===== src/pkg/sdr_pkg.sv =====
// Package of offsets, field layouts and reset values for the synthesizer config bank
package sdr_pkg;
    // ------------------------------------------------------------------
    // Register indices (byte address is four times the index)
    // ------------------------------------------------------------------
    localparam logic [6:0] IDX_RAMP_CONTROL   = 7'h00;
    localparam logic [6:0] IDX_STATUS         = 7'h01;
    localparam logic [6:0] IDX_DBL_BIAS       = 7'h19;
    localparam logic [6:0] IDX_DBL_EN         = 7'h1b;
    localparam logic [6:0] IDX_DIV_BUF        = 7'h1f;
    localparam logic [6:0] IDX_OUT_DIV        = 7'h4b;
    localparam logic [6:0] IDX_CAL_START      = 7'h4e;
    localparam logic [6:0] IDX_THR_UPPER      = 7'h4f;
    localparam logic [6:0] IDX_THR_LOWER      = 7'h50;
    localparam logic [6:0] IDX_HI_TOP         = 7'h51;
    localparam logic [6:0] IDX_HI_UPPER       = 7'h52;
    localparam logic [6:0] IDX_HI_LOWER       = 7'h53;
    localparam logic [6:0] IDX_LO_TOP         = 7'h54;
    localparam logic [6:0] IDX_LO_UPPER       = 7'h55;
    localparam logic [6:0] IDX_LO_LOWER       = 7'h56;

    // ------------------------------------------------------------------
    // Field positions
    // ------------------------------------------------------------------
    localparam int RAMP_ON_BIT      = 15;
    localparam int DBL_ON_BIT       = 0;
    localparam int BUF_ON_BIT       = 14;
    localparam int DIV_LSB          = 6;
    localparam int DIV_MSB          = 10;
    localparam int THR_TOP_BIT      = 11;
    localparam int FAST_RECAL_BIT   = 9;
    localparam int CAP_LSB          = 1;
    localparam int CAP_MSB          = 8;
    localparam int LIMIT_TOP_BIT    = 0;
    localparam int ST_RATIO_OK_BIT  = 0;
    localparam int ST_BUF_WARN_BIT  = 1;
    localparam int ST_RAMP_ACT_BIT  = 2;

    // ------------------------------------------------------------------
    // Reset values and fixed bit patterns
    // ------------------------------------------------------------------
    localparam logic [15:0] DBL_BIAS_RST    = 16'h0624;
    localparam logic [15:0] DBL_BIAS_ALT    = 16'h0c2b;
    localparam logic [15:0] DBL_EN_FIXED    = 16'h0002;
    localparam logic [15:0] DIV_BUF_FIXED   = 16'h03ec;
    localparam logic [15:0] OUT_DIV_FIXED   = 16'h0800;
    localparam logic [15:0] CAL_START_FIXED = 16'h0001;
    localparam logic [32:0] LIMIT_RST       = 33'h0_0000_0000;
    localparam logic [32:0] THR_RST         = 33'h0_0000_0000;
    localparam logic [4:0]  DIV_CODE_RST    = 5'h00;
    localparam logic [4:0]  DIV_CODE_MAX    = 5'h11;
    localparam logic [7:0]  CAP_START_RST   = 8'h00;
    localparam logic [7:0]  CAP_START_MAX   = 8'hb7;
    localparam logic [9:0]  RATIO_TWO       = 10'h002;

    // Output divide ratio for codes 0 to 17
    localparam logic [9:0] DIV_RATIO [18] = '{
        10'h002, 10'h004, 10'h006, 10'h008, 10'h00c, 10'h010,
        10'h018, 10'h020, 10'h030, 10'h040, 10'h048, 10'h060,
        10'h080, 10'h0c0, 10'h100, 10'h180, 10'h200, 10'h300};
endpackage


===== src/logic/sdr_regs.sv =====
// Configuration register bank: divider, doubler, calibration seed and ramp limits
//
// Chosen here: the Wishbone register port.
module sdr_regs (
    input  wire logic        clk,                  // 250 MHz clock
    input  wire logic        resetn,               // Synchronous reset, active low
    input  wire logic        wb_cyc_i,             // Wishbone cycle
    input  wire logic        wb_stb_i,             // Wishbone strobe
    input  wire logic        wb_we_i,              // Wishbone write enable
    input  wire logic [8:0]  wb_adr_i,             // Wishbone byte address
    input  wire logic [3:0]  wb_sel_i,             // Wishbone byte lanes
    input  wire logic [31:0] wb_dat_i,             // Wishbone write data
    output logic      [31:0] wb_dat_o,             // Wishbone read data
    output logic             wb_ack_o,             // Wishbone acknowledge
    input  wire logic [1:0]  last_core_i,          // Core found by last calibration
    input  wire logic [7:0]  last_cap_band_i,      // Cap band found by last calibration
    input  wire logic [8:0]  last_dac_current_i,   // DAC current found by last calibration
    output logic             freq_doubler_on,      // Doubler enabled
    output logic      [15:0] doubler_bias_setting, // Bias to the doubler only
    output logic             divider_buffer_on,    // Extra divider buffer enable
    output logic      [4:0]  output_divide_ratio,  // Divider code
    output logic      [9:0]  divide_value,         // Decoded ratio
    output logic             divide_by_two_path,   // Ratio equals two
    output logic             fast_recalibration,   // Fast recalibration enabled
    output logic             seed_from_last,       // Seeds below come from last result
    output logic      [1:0]  oscillator_core_select, // Calibration core seed
    output logic      [7:0]  cap_band_select,      // Calibration cap band seed
    output logic      [8:0]  oscillator_dac_current, // Calibration DAC seed
    output logic             ramp_active,          // Ramp engine enabled
    output logic      [32:0] recal_step_threshold, // Threshold seen by ramp engine
    output logic      [32:0] ramp_high_limit,      // Upper limit seen by ramp engine
    output logic      [32:0] ramp_low_limit        // Lower limit seen by ramp engine
);
    import sdr_pkg::*;

    // ------------------------------------------------------------------
    // State
    // ------------------------------------------------------------------
    typedef struct packed {
        logic        ack;
        logic [15:0] rdata;
        logic        ramp_on;
        logic [15:0] bias;
        logic        dbl_on;
        logic        buf_on;
        logic [4:0]  div_code;
        logic [32:0] thr;
        logic        fast;
        logic [7:0]  cap;
        logic [32:0] hi;
        logic [32:0] lo;
        logic [9:0]  ratio;
        logic        ratio_ok;
        logic        seed_last;
        logic [1:0]  seed_core;
        logic [7:0]  seed_cap;
        logic [8:0]  seed_dac;
        logic [32:0] thr_out;
        logic [32:0] hi_out;
        logic [32:0] lo_out;
    } sdr_state_s;

    sdr_state_s st_r;
    sdr_state_s st_nxt;

    logic        req;
    logic [6:0]  idx;
    logic [15:0] old_word;
    logic [15:0] new_word;
    logic        buf_warn;

    logic [DIV_CODE_MAX:0] code_hit;
    logic [9:0]            ratio_hit [DIV_CODE_MAX:0];
    logic [9:0]            ratio_dec;

    // Merge write data into a word under the two low byte lanes
    function automatic logic [15:0] sdr_merge(input logic [15:0] old_v,
                                              input logic [15:0] wr_v,
                                              input logic [1:0]  sel_v);
        logic [15:0] res;
        res = old_v;
        if (sel_v[0]) begin
            res[7:0] = wr_v[7:0];
        end
        if (sel_v[1]) begin
            res[15:8] = wr_v[15:8];
        end
        return res;
    endfunction

    assign req      = wb_cyc_i && wb_stb_i && !st_r.ack;
    assign idx      = wb_adr_i[8:2];
    assign buf_warn = !st_r.buf_on && st_r.ratio_ok && (st_r.ratio != RATIO_TWO);

    // ------------------------------------------------------------------
    // Divider decode: one comparator per legal code, reserved codes hit none
    // ------------------------------------------------------------------
    for (genvar g = 0; g <= int'(DIV_CODE_MAX); g++) begin : g_div
        assign code_hit[g]  = (st_r.div_code == 5'(g));
        assign ratio_hit[g] = code_hit[g] ? DIV_RATIO[g] : 10'h000;
    end

    always_comb begin
        ratio_dec = 10'h000;
        for (int k = 0; k <= int'(DIV_CODE_MAX); k++) begin
            ratio_dec = ratio_dec | ratio_hit[k];
        end
    end

    // ------------------------------------------------------------------
    // Read view of every register
    // ------------------------------------------------------------------
    always_comb begin
        old_word = 16'h0000;
        case (idx)
            IDX_RAMP_CONTROL: old_word[RAMP_ON_BIT] = st_r.ramp_on;
            IDX_STATUS: begin
                old_word[ST_RATIO_OK_BIT] = st_r.ratio_ok;
                old_word[ST_BUF_WARN_BIT] = buf_warn;
                old_word[ST_RAMP_ACT_BIT] = st_r.ramp_on;
            end
            IDX_DBL_BIAS:  old_word = st_r.bias;
            IDX_DBL_EN:    old_word = DBL_EN_FIXED | {15'h0000, st_r.dbl_on};
            IDX_DIV_BUF: begin
                old_word = DIV_BUF_FIXED;
                old_word[BUF_ON_BIT] = st_r.buf_on;
            end
            IDX_OUT_DIV: begin
                old_word = OUT_DIV_FIXED;
                old_word[DIV_MSB:DIV_LSB] = st_r.div_code;
            end
            IDX_CAL_START: begin
                old_word = CAL_START_FIXED;
                old_word[THR_TOP_BIT] = st_r.thr[32];
                old_word[FAST_RECAL_BIT] = st_r.fast;
                old_word[CAP_MSB:CAP_LSB] = st_r.cap;
            end
            IDX_THR_UPPER: old_word = st_r.thr[31:16];
            IDX_THR_LOWER: old_word = st_r.thr[15:0];
            IDX_HI_TOP:    old_word[LIMIT_TOP_BIT] = st_r.hi[32];
            IDX_HI_UPPER:  old_word = st_r.hi[31:16];
            IDX_HI_LOWER:  old_word = st_r.hi[15:0];
            IDX_LO_TOP:    old_word[LIMIT_TOP_BIT] = st_r.lo[32];
            IDX_LO_UPPER:  old_word = st_r.lo[31:16];
            IDX_LO_LOWER:  old_word = st_r.lo[15:0];
            default:       old_word = 16'h0000;
        endcase
    end

    // ------------------------------------------------------------------
    // Next state
    // ------------------------------------------------------------------
    always_comb begin
        st_nxt     = st_r;
        new_word   = sdr_merge(old_word, wb_dat_i[15:0], wb_sel_i[1:0]);
        st_nxt.ack = req;
        if (req && !wb_we_i) begin
            st_nxt.rdata = old_word;
        end
        if (req && wb_we_i) begin
            // Fixed bits are rebuilt on read, so written values there are dropped
            case (idx)
                IDX_RAMP_CONTROL: st_nxt.ramp_on = new_word[RAMP_ON_BIT];
                IDX_DBL_BIAS:  st_nxt.bias = new_word;
                IDX_DBL_EN:    st_nxt.dbl_on = new_word[DBL_ON_BIT];
                IDX_DIV_BUF:   st_nxt.buf_on = new_word[BUF_ON_BIT];
                IDX_OUT_DIV:   st_nxt.div_code = new_word[DIV_MSB:DIV_LSB];
                IDX_CAL_START: begin
                    st_nxt.thr[32] = new_word[THR_TOP_BIT];
                    st_nxt.fast    = new_word[FAST_RECAL_BIT];
                    st_nxt.cap     = new_word[CAP_MSB:CAP_LSB];
                end
                IDX_THR_UPPER: st_nxt.thr[31:16] = new_word;
                IDX_THR_LOWER: st_nxt.thr[15:0]  = new_word;
                IDX_HI_TOP:    st_nxt.hi[32]     = new_word[LIMIT_TOP_BIT];
                IDX_HI_UPPER:  st_nxt.hi[31:16]  = new_word;
                IDX_HI_LOWER:  st_nxt.hi[15:0]   = new_word;
                IDX_LO_TOP:    st_nxt.lo[32]     = new_word[LIMIT_TOP_BIT];
                IDX_LO_UPPER:  st_nxt.lo[31:16]  = new_word;
                IDX_LO_LOWER:  st_nxt.lo[15:0]   = new_word;
                default: begin
                end
            endcase
        end

        // Divider decode; reserved codes hold the last valid ratio
        st_nxt.ratio_ok = (st_r.div_code <= DIV_CODE_MAX);
        if (st_r.div_code <= DIV_CODE_MAX) begin
            st_nxt.ratio = ratio_dec;
        end

        // Calibration seed selection
        st_nxt.seed_last = st_r.fast;
        if (st_r.fast) begin
            st_nxt.seed_core = last_core_i;
            st_nxt.seed_cap  = last_cap_band_i;
            st_nxt.seed_dac  = last_dac_current_i;
        end else begin
            st_nxt.seed_core = 2'h0;
            st_nxt.seed_dac  = 9'h000;
            // Out-of-range start values are clamped to the top band code
            st_nxt.seed_cap  = (st_r.cap > CAP_START_MAX) ? CAP_START_MAX : st_r.cap;
        end

        // Ramp settings reach the ramp engine only while ramping is on
        if (st_r.ramp_on) begin
            st_nxt.thr_out = st_r.thr;
            st_nxt.hi_out  = st_r.hi;
            st_nxt.lo_out  = st_r.lo;
        end else begin
            st_nxt.thr_out = THR_RST;
            st_nxt.hi_out  = LIMIT_RST;
            st_nxt.lo_out  = LIMIT_RST;
        end

        if (!resetn) begin
            st_nxt           = '0;
            st_nxt.bias      = DBL_BIAS_RST;
            st_nxt.dbl_on    = 1'b0;
            st_nxt.div_code  = DIV_CODE_RST;
            st_nxt.cap       = CAP_START_RST;
            st_nxt.thr       = THR_RST;
            st_nxt.hi        = LIMIT_RST;
            st_nxt.lo        = LIMIT_RST;
            st_nxt.ratio     = RATIO_TWO;
            st_nxt.ratio_ok  = 1'b1;
        end
    end

    always_ff @(posedge clk) begin
        st_r <= st_nxt;
    end

    // ------------------------------------------------------------------
    // Outputs
    // ------------------------------------------------------------------
    assign wb_ack_o               = st_r.ack;
    assign wb_dat_o               = {16'h0000, st_r.rdata};
    assign freq_doubler_on        = st_r.dbl_on;
    assign doubler_bias_setting   = st_r.bias;
    assign divider_buffer_on      = st_r.buf_on;
    assign output_divide_ratio    = st_r.div_code;
    assign divide_value           = st_r.ratio;
    assign divide_by_two_path     = (st_r.ratio == RATIO_TWO);
    assign fast_recalibration     = st_r.fast;
    assign seed_from_last         = st_r.seed_last;
    assign oscillator_core_select = st_r.seed_core;
    assign cap_band_select        = st_r.seed_cap;
    assign oscillator_dac_current = st_r.seed_dac;
    assign ramp_active            = st_r.ramp_on;
    assign recal_step_threshold   = st_r.thr_out;
    assign ramp_high_limit        = st_r.hi_out;
    assign ramp_low_limit         = st_r.lo_out;
endmodule // sdr_regs


===== config.mk =====
export PLATFORM = sky130hd
export DESIGN_NAME = sdr_regs
export DESIGN_NICKNAME = d
export VERILOG_FILES = /design/src/pkg/sdr_pkg.sv /design/src/logic/sdr_regs.sv
export SDC_FILE = /design/constraint.sdc
export NUM_CORES = 1
export LEC_CHECK = 0
export BUFFER_PORTS_ARGS = -buffer_cell sky130_fd_sc_hd__buf_4
export CAP_MARGIN = 20
export CORE_MARGIN = 4
export CORE_UTILIZATION = 45
export DETAILED_ROUTE_END_ITERATION = 12
export PLACE_DENSITY = 0.7
export SLEW_MARGIN = 0
export SYNTH_ARGS = -nofsm -noshare
export SYNTH_HDL_FRONTEND = slang
export SYNTH_SLANG_ARGS = --single-unit

===== constraint.sdc =====
create_clock -name clk -period 2.28 [get_ports clk]
set_clock_uncertainty 0.05 [all_clocks]
set_input_delay 0.456 -clock clk [delete_from_list [all_inputs] [get_ports clk]]
set_output_delay 0.456 -clock clk [all_outputs]
set_load 0.1 [all_outputs]

==> impl_metrics.sql <==
INSERT INTO impl_metrics (metric_group, metric, value, unit) VALUES
('run_status', 'outcome', 'complete, but fails checks', ''),
('run_status', 'failed_checks', 'setup timing', ''),
('sta', 'grt_setup_unrepaired', 'true', ''),
('clock_tree', 'hold_buffers', '0', ''),
('detailed_routing', 'avgViaCountPerCell', '5.79', ''),
('setup_path', 'timing.critical_path.fanout_max', '3', ''),
('floorplanning', 'dieWidth', '176', 'um'),
('global_route', 'wire_length_of_the_first_global_routing_pass', '70600', 'um'),
('clock_tree', 'ctsLongestPathBuffers', '3', ''),
('detailed_routing', 'drt-initial-drc-count', '1299', ''),
('sta', 'hold_viol_final', '0', ''),
('global_route', 'largest_net_degree_at_the_start_of_global_routing', '87', ''),
('min_path', 'timing.hold.worst.class', 'primary input to register', ''),
('yosys', 'synth_enable_flop_cells', '0', ''),
('setup_path', 'critPathCaptureType', 'output pin', ''),
('power', 'pwr-share-comb', '0.087', ''),
('floorplanning', 'initial_core_utilization', '0.457', ''),
('detailed_routing', 'route.detailed.drc', '0', ''),
('clock_tree', 'cts_sinks', '278', ''),
('global_route', 'grt_antenna_before_repair', '0', ''),
('sta', 'fin_hold_ws', '80.3', 'ps'),
('clock_tree', 'cts_htree_levels', '1', ''),
('sta', 'worst_pin_slew', '727', 'ps'),
('global_route', 'grt.total_usage', '0.300', ''),
('power', 'peakVddDrop', '0.525', 'mV'),
('yosys', 'synth-main-ff-cell', 'dfxtp_1', ''),
('floorplanning', 'pin_count', '257', ''),
('finish', 'finish.net_count', '1636', ''),
('power', 'leakage', '6.93', 'nW'),
('sta', 'fin_crit_sh', '1.10', ''),
('setup_path', 'worst_ep_arrival_time', '2000', 'ps'),
('floorplanning', 'placement_rows', '61', ''),
('sta', 'totalNegativeSetupSlack', '-230', 'ps'),
('place', 'worst_setup_slack_before_clock_tree_synthesis', '-438', 'ps'),
('yosys', 'synth.yosys.seq_area_share', '0.437', ''),
('clock_tree', 'cts_root_buffer', 'clkbuf_16', ''),
('yosys', 'mappedNetlistArea', '0.0127', 'sq mm'),
('power', 'pwr_density_cell', '687', 'mW/mm^2'),
('setup_path', 'crit_required', '1770', 'ps'),
('place', 'port_buffers', '219', ''),
('detailed_routing', 'wirelength', '48400', 'um'),
('power', 'p_int', '8.15', 'mW'),
('clock_tree', 'worst_skew_pair.late_latency', '560', 'ps'),
('global_route', 'via_count_of_the_first_global_routing_pass', '10800', ''),
('run', 'maxCapViolations', '0', ''),
('sta', 'timing.final.setup_violations', '1', ''),
('clock_tree', 'cts_inserted_buffers', '28', ''),
('finish', 'drive_gt1_frac', '0.337', ''),
('place', 'dp_hpwl', '36800', 'um'),
('floorplanning', 'dieArea', '0.0310', 'sq mm'),
('global_route', 'grt_overflow', '0', ''),
('detailed_routing', 'first_pass_iteration_count_of_the_detailed_router', '5', ''),
('sta', 'final.min_clock_period', '2510', 'ps'),
('sta', 'achievable-frequency', '398', 'MHz'),
('finish', 'syn_to_final_growth', '23.7', '%'),
('place', 'dp.cells', '1915', ''),
('detailed_routing', 'ant_nets_after_route', '0', ''),
('yosys', 'avgSynthCellArea', '9.19', 'sq um'),
('sta', 'final-max-slew-violation-count', '0', ''),
('clock_tree', 'worst_setup_hold_path_clk_slew', '60', 'ps'),
('yosys', 'ys_async_sr_fraction', '0', ''),
('power', 'share_clk_of_total_power', '0.461', ''),
('power', 'post-layout-total-power', '10.8', 'mW'),
('power', 'netSwitchingPower', '2.67', 'mW'),
('detailed_routing', 'via_count', '11400', ''),
('power', 'power_switching_share', '0.247', ''),
('setup_path', 'timing.critical_path.from_type', 'register', ''),
('finish', 'layout.cells.non_filler', '1968', ''),
('yosys', 'netlist_instances', '1385', ''),
('floorplanning', 'fp.coreArea', '0.0279', 'sq mm'),
('floorplanning', 'die_h', '176', 'um'),
('sta', 'layout_setup_ws', '-230', 'ps'),
('yosys', 'yosys.cell_types.count', '93', ''),
('yosys', 'synth_seq_cells', '278', ''),
('clock_tree', 'tritoncts', 'done', ''),
('place', 'gp_routability_congestion', '1.01', ''),
('sta', 'slew_headroom', '0.514', ''),
('setup_path', 'worst-setup-path-type', 'register to output pin', ''),
('yosys', 'ys_warnings', '0', ''),
('power', 'seq_power_share', '0.451', ''),
('detailed_routing', 'post_drt_wl_per_cell', '24.6', 'um');
-- timing repair --
item                                    4_1_cts  5_1_grt
hold endpoints to repair                      0        0
setup buffers                                 0        0
resized for setup                             2        0
endpoints found under the setup margin        1        1
-- cells in the mapped netlist (all sizes together), types with 5 or more instances --
cell,count,area [sq um]
nor2,74,283
and2,10,65.1
o31ai,24,180
nor3b,6,56.3
o22ai,7,43.8
and3,123,774
nor3,19,110
inv,13,48.8
mux2i,20,200
o21ai,80,400
clkbuf,72,270
a31oi,7,43.8
mux2,11,124
a22oi,9,67.6
nor4,8,71.3
nor4b,5,86.3
nand2b,7,43.8
nand4,19,131
a211oi,5,37.5
nand3,101,516
nand3b,7,52.6
o211ai,12,90.1
o221a,5,56.3
nand2,58,220
o221ai,6,65.1
a211o,5,43.8
a32o,15,150
dfxtp,278,5570
a21oi,57,293
o311a,23,230
buf,218,1630
o311ai,8,70.1
-- layout by cell type (no fill, tap or decap), drive strengths merged, types with 5 or more instances in the layout --
| cell type | instances |
|---|---|
| dfxtp | 278 |
| o211ai | 12 |
| bufinv | 5 |
| nand4 | 19 |
| a32o | 15 |
| buf | 426 |
| nor3 | 19 |
| nand3 | 101 |
| inv | 13 |
| o22ai | 7 |
| o221a | 5 |
| conb | 17 |
| nor4b | 5 |
| o311ai | 8 |
| mux2 | 11 |
| a31oi | 7 |
| nand3b | 7 |
| nand2 | 58 |
| o311a | 23 |
| o221ai | 6 |
| nor3b | 6 |
| clkinv | 6 |
| a21oi | 57 |
| nand2b | 7 |
| and2 | 10 |
| clkbuf | 38 |
| a211oi | 5 |
| a211o | 5 |
| mux2i | 20 |
| o21ai | 80 |
| nor4 | 8 |
| a22oi | 9 |
| nor2 | 74 |
| and3 | 123 |
| o31ai | 24 |
-- power by group through the flow --
stage / sequential [mW] / combinational [mW] / clock [mW]
after floorplan: 4.99 / 0.575 / 0
after global placement: 4.99 / 0.925 / 0
after detailed placement: 4.99 / 0.926 / 0
after CTS: 4.88 / 0.928 / 5.05
after global routing: 4.88 / 0.975 / 5.27
final: 4.88 / 0.946 / 4.99
-- metrics by stage --
stage | utilization | cell area (sq um)
after floorplan | - | 12800
final | 0.565 | 15700
after CTS | 0.565 | 15700
after global placement | 0.528 | 14700
after detailed placement | 0.528 | 14700
after global routing | 0.565 | 15700
-- flip-flops by register name, summed over array words and instances (netlist names), 9 cells and up --
signal / count
wb_dat_o: 16
recal_step_threshold: 33
st_r: 108
doubler_bias_setting: 16
divide_value: 9
ramp_low_limit: 33
oscillator_dac_current: 9
ramp_high_limit: 33
-- metal layers --
metal	GRT usage	up-vias	part of all wire
met4	0.149	0	0.060
met5	0	-	0
met2	0.461	631	0.43
met1	0.412	5410	0.42
met3	0.0488	142	0.089
li1	-	5206	-
-- kinds of logic (layout without fill, tap and decap cells) --
kind of cell	after synthesis	count (layout)	share of synthesized area
AND/OR/NAND/NOR	465	465	0.209
flip-flops	278	278	0.437
multiplexers	31	31	0.0255
buffers and inverters	304	491	0.153
AO/OA/AOI/OAI	305	305	0.174
XOR/XNOR	1	1	0.000688
other	1	19	0.000295
-- worst max-delay path, cell delays in order, from the launching register on --
cell and delay [ps]:
dfxtp_2 340, or4_4 540, nor4_4 290, buf_6 280
-- area by class of cell --
| class | instances | area, sq um |
|---|---|---|
| clock buffers | 38 | 788 |
| fillers | 2526 | 12100 |
| inverters | 14 | 52.6 |
| repair buffers | 426 | 3320 |
| diodes | 2 | 5.00 |
| flip-flops and latches | 278 | 5570 |
| well taps | 378 | 473 |
| multi-input cells | 819 | 5310 |
| clock inverters | 13 | 223 |
-- final timing paths --
path                                     start                                    to  slack, ps  cells after the start
setup / recovery  divide_value[6]$_SDFFE_PN0P_                    divide_by_two_path       -230                      3
hold reg to reg         st_r[144]$_SDFFE_PN0P_                st_r[144]$_SDFFE_PN0P_        430                      2
hold / removal           last_dac_current_i[2]  oscillator_dac_current[2]$_SDFF_PN0_         80                      2
setup reg to reg        st_r[138]$_SDFFE_PN0P_                st_r[203]$_SDFFE_PN0P_        190                      6
(Power assumes the default switching activity.)
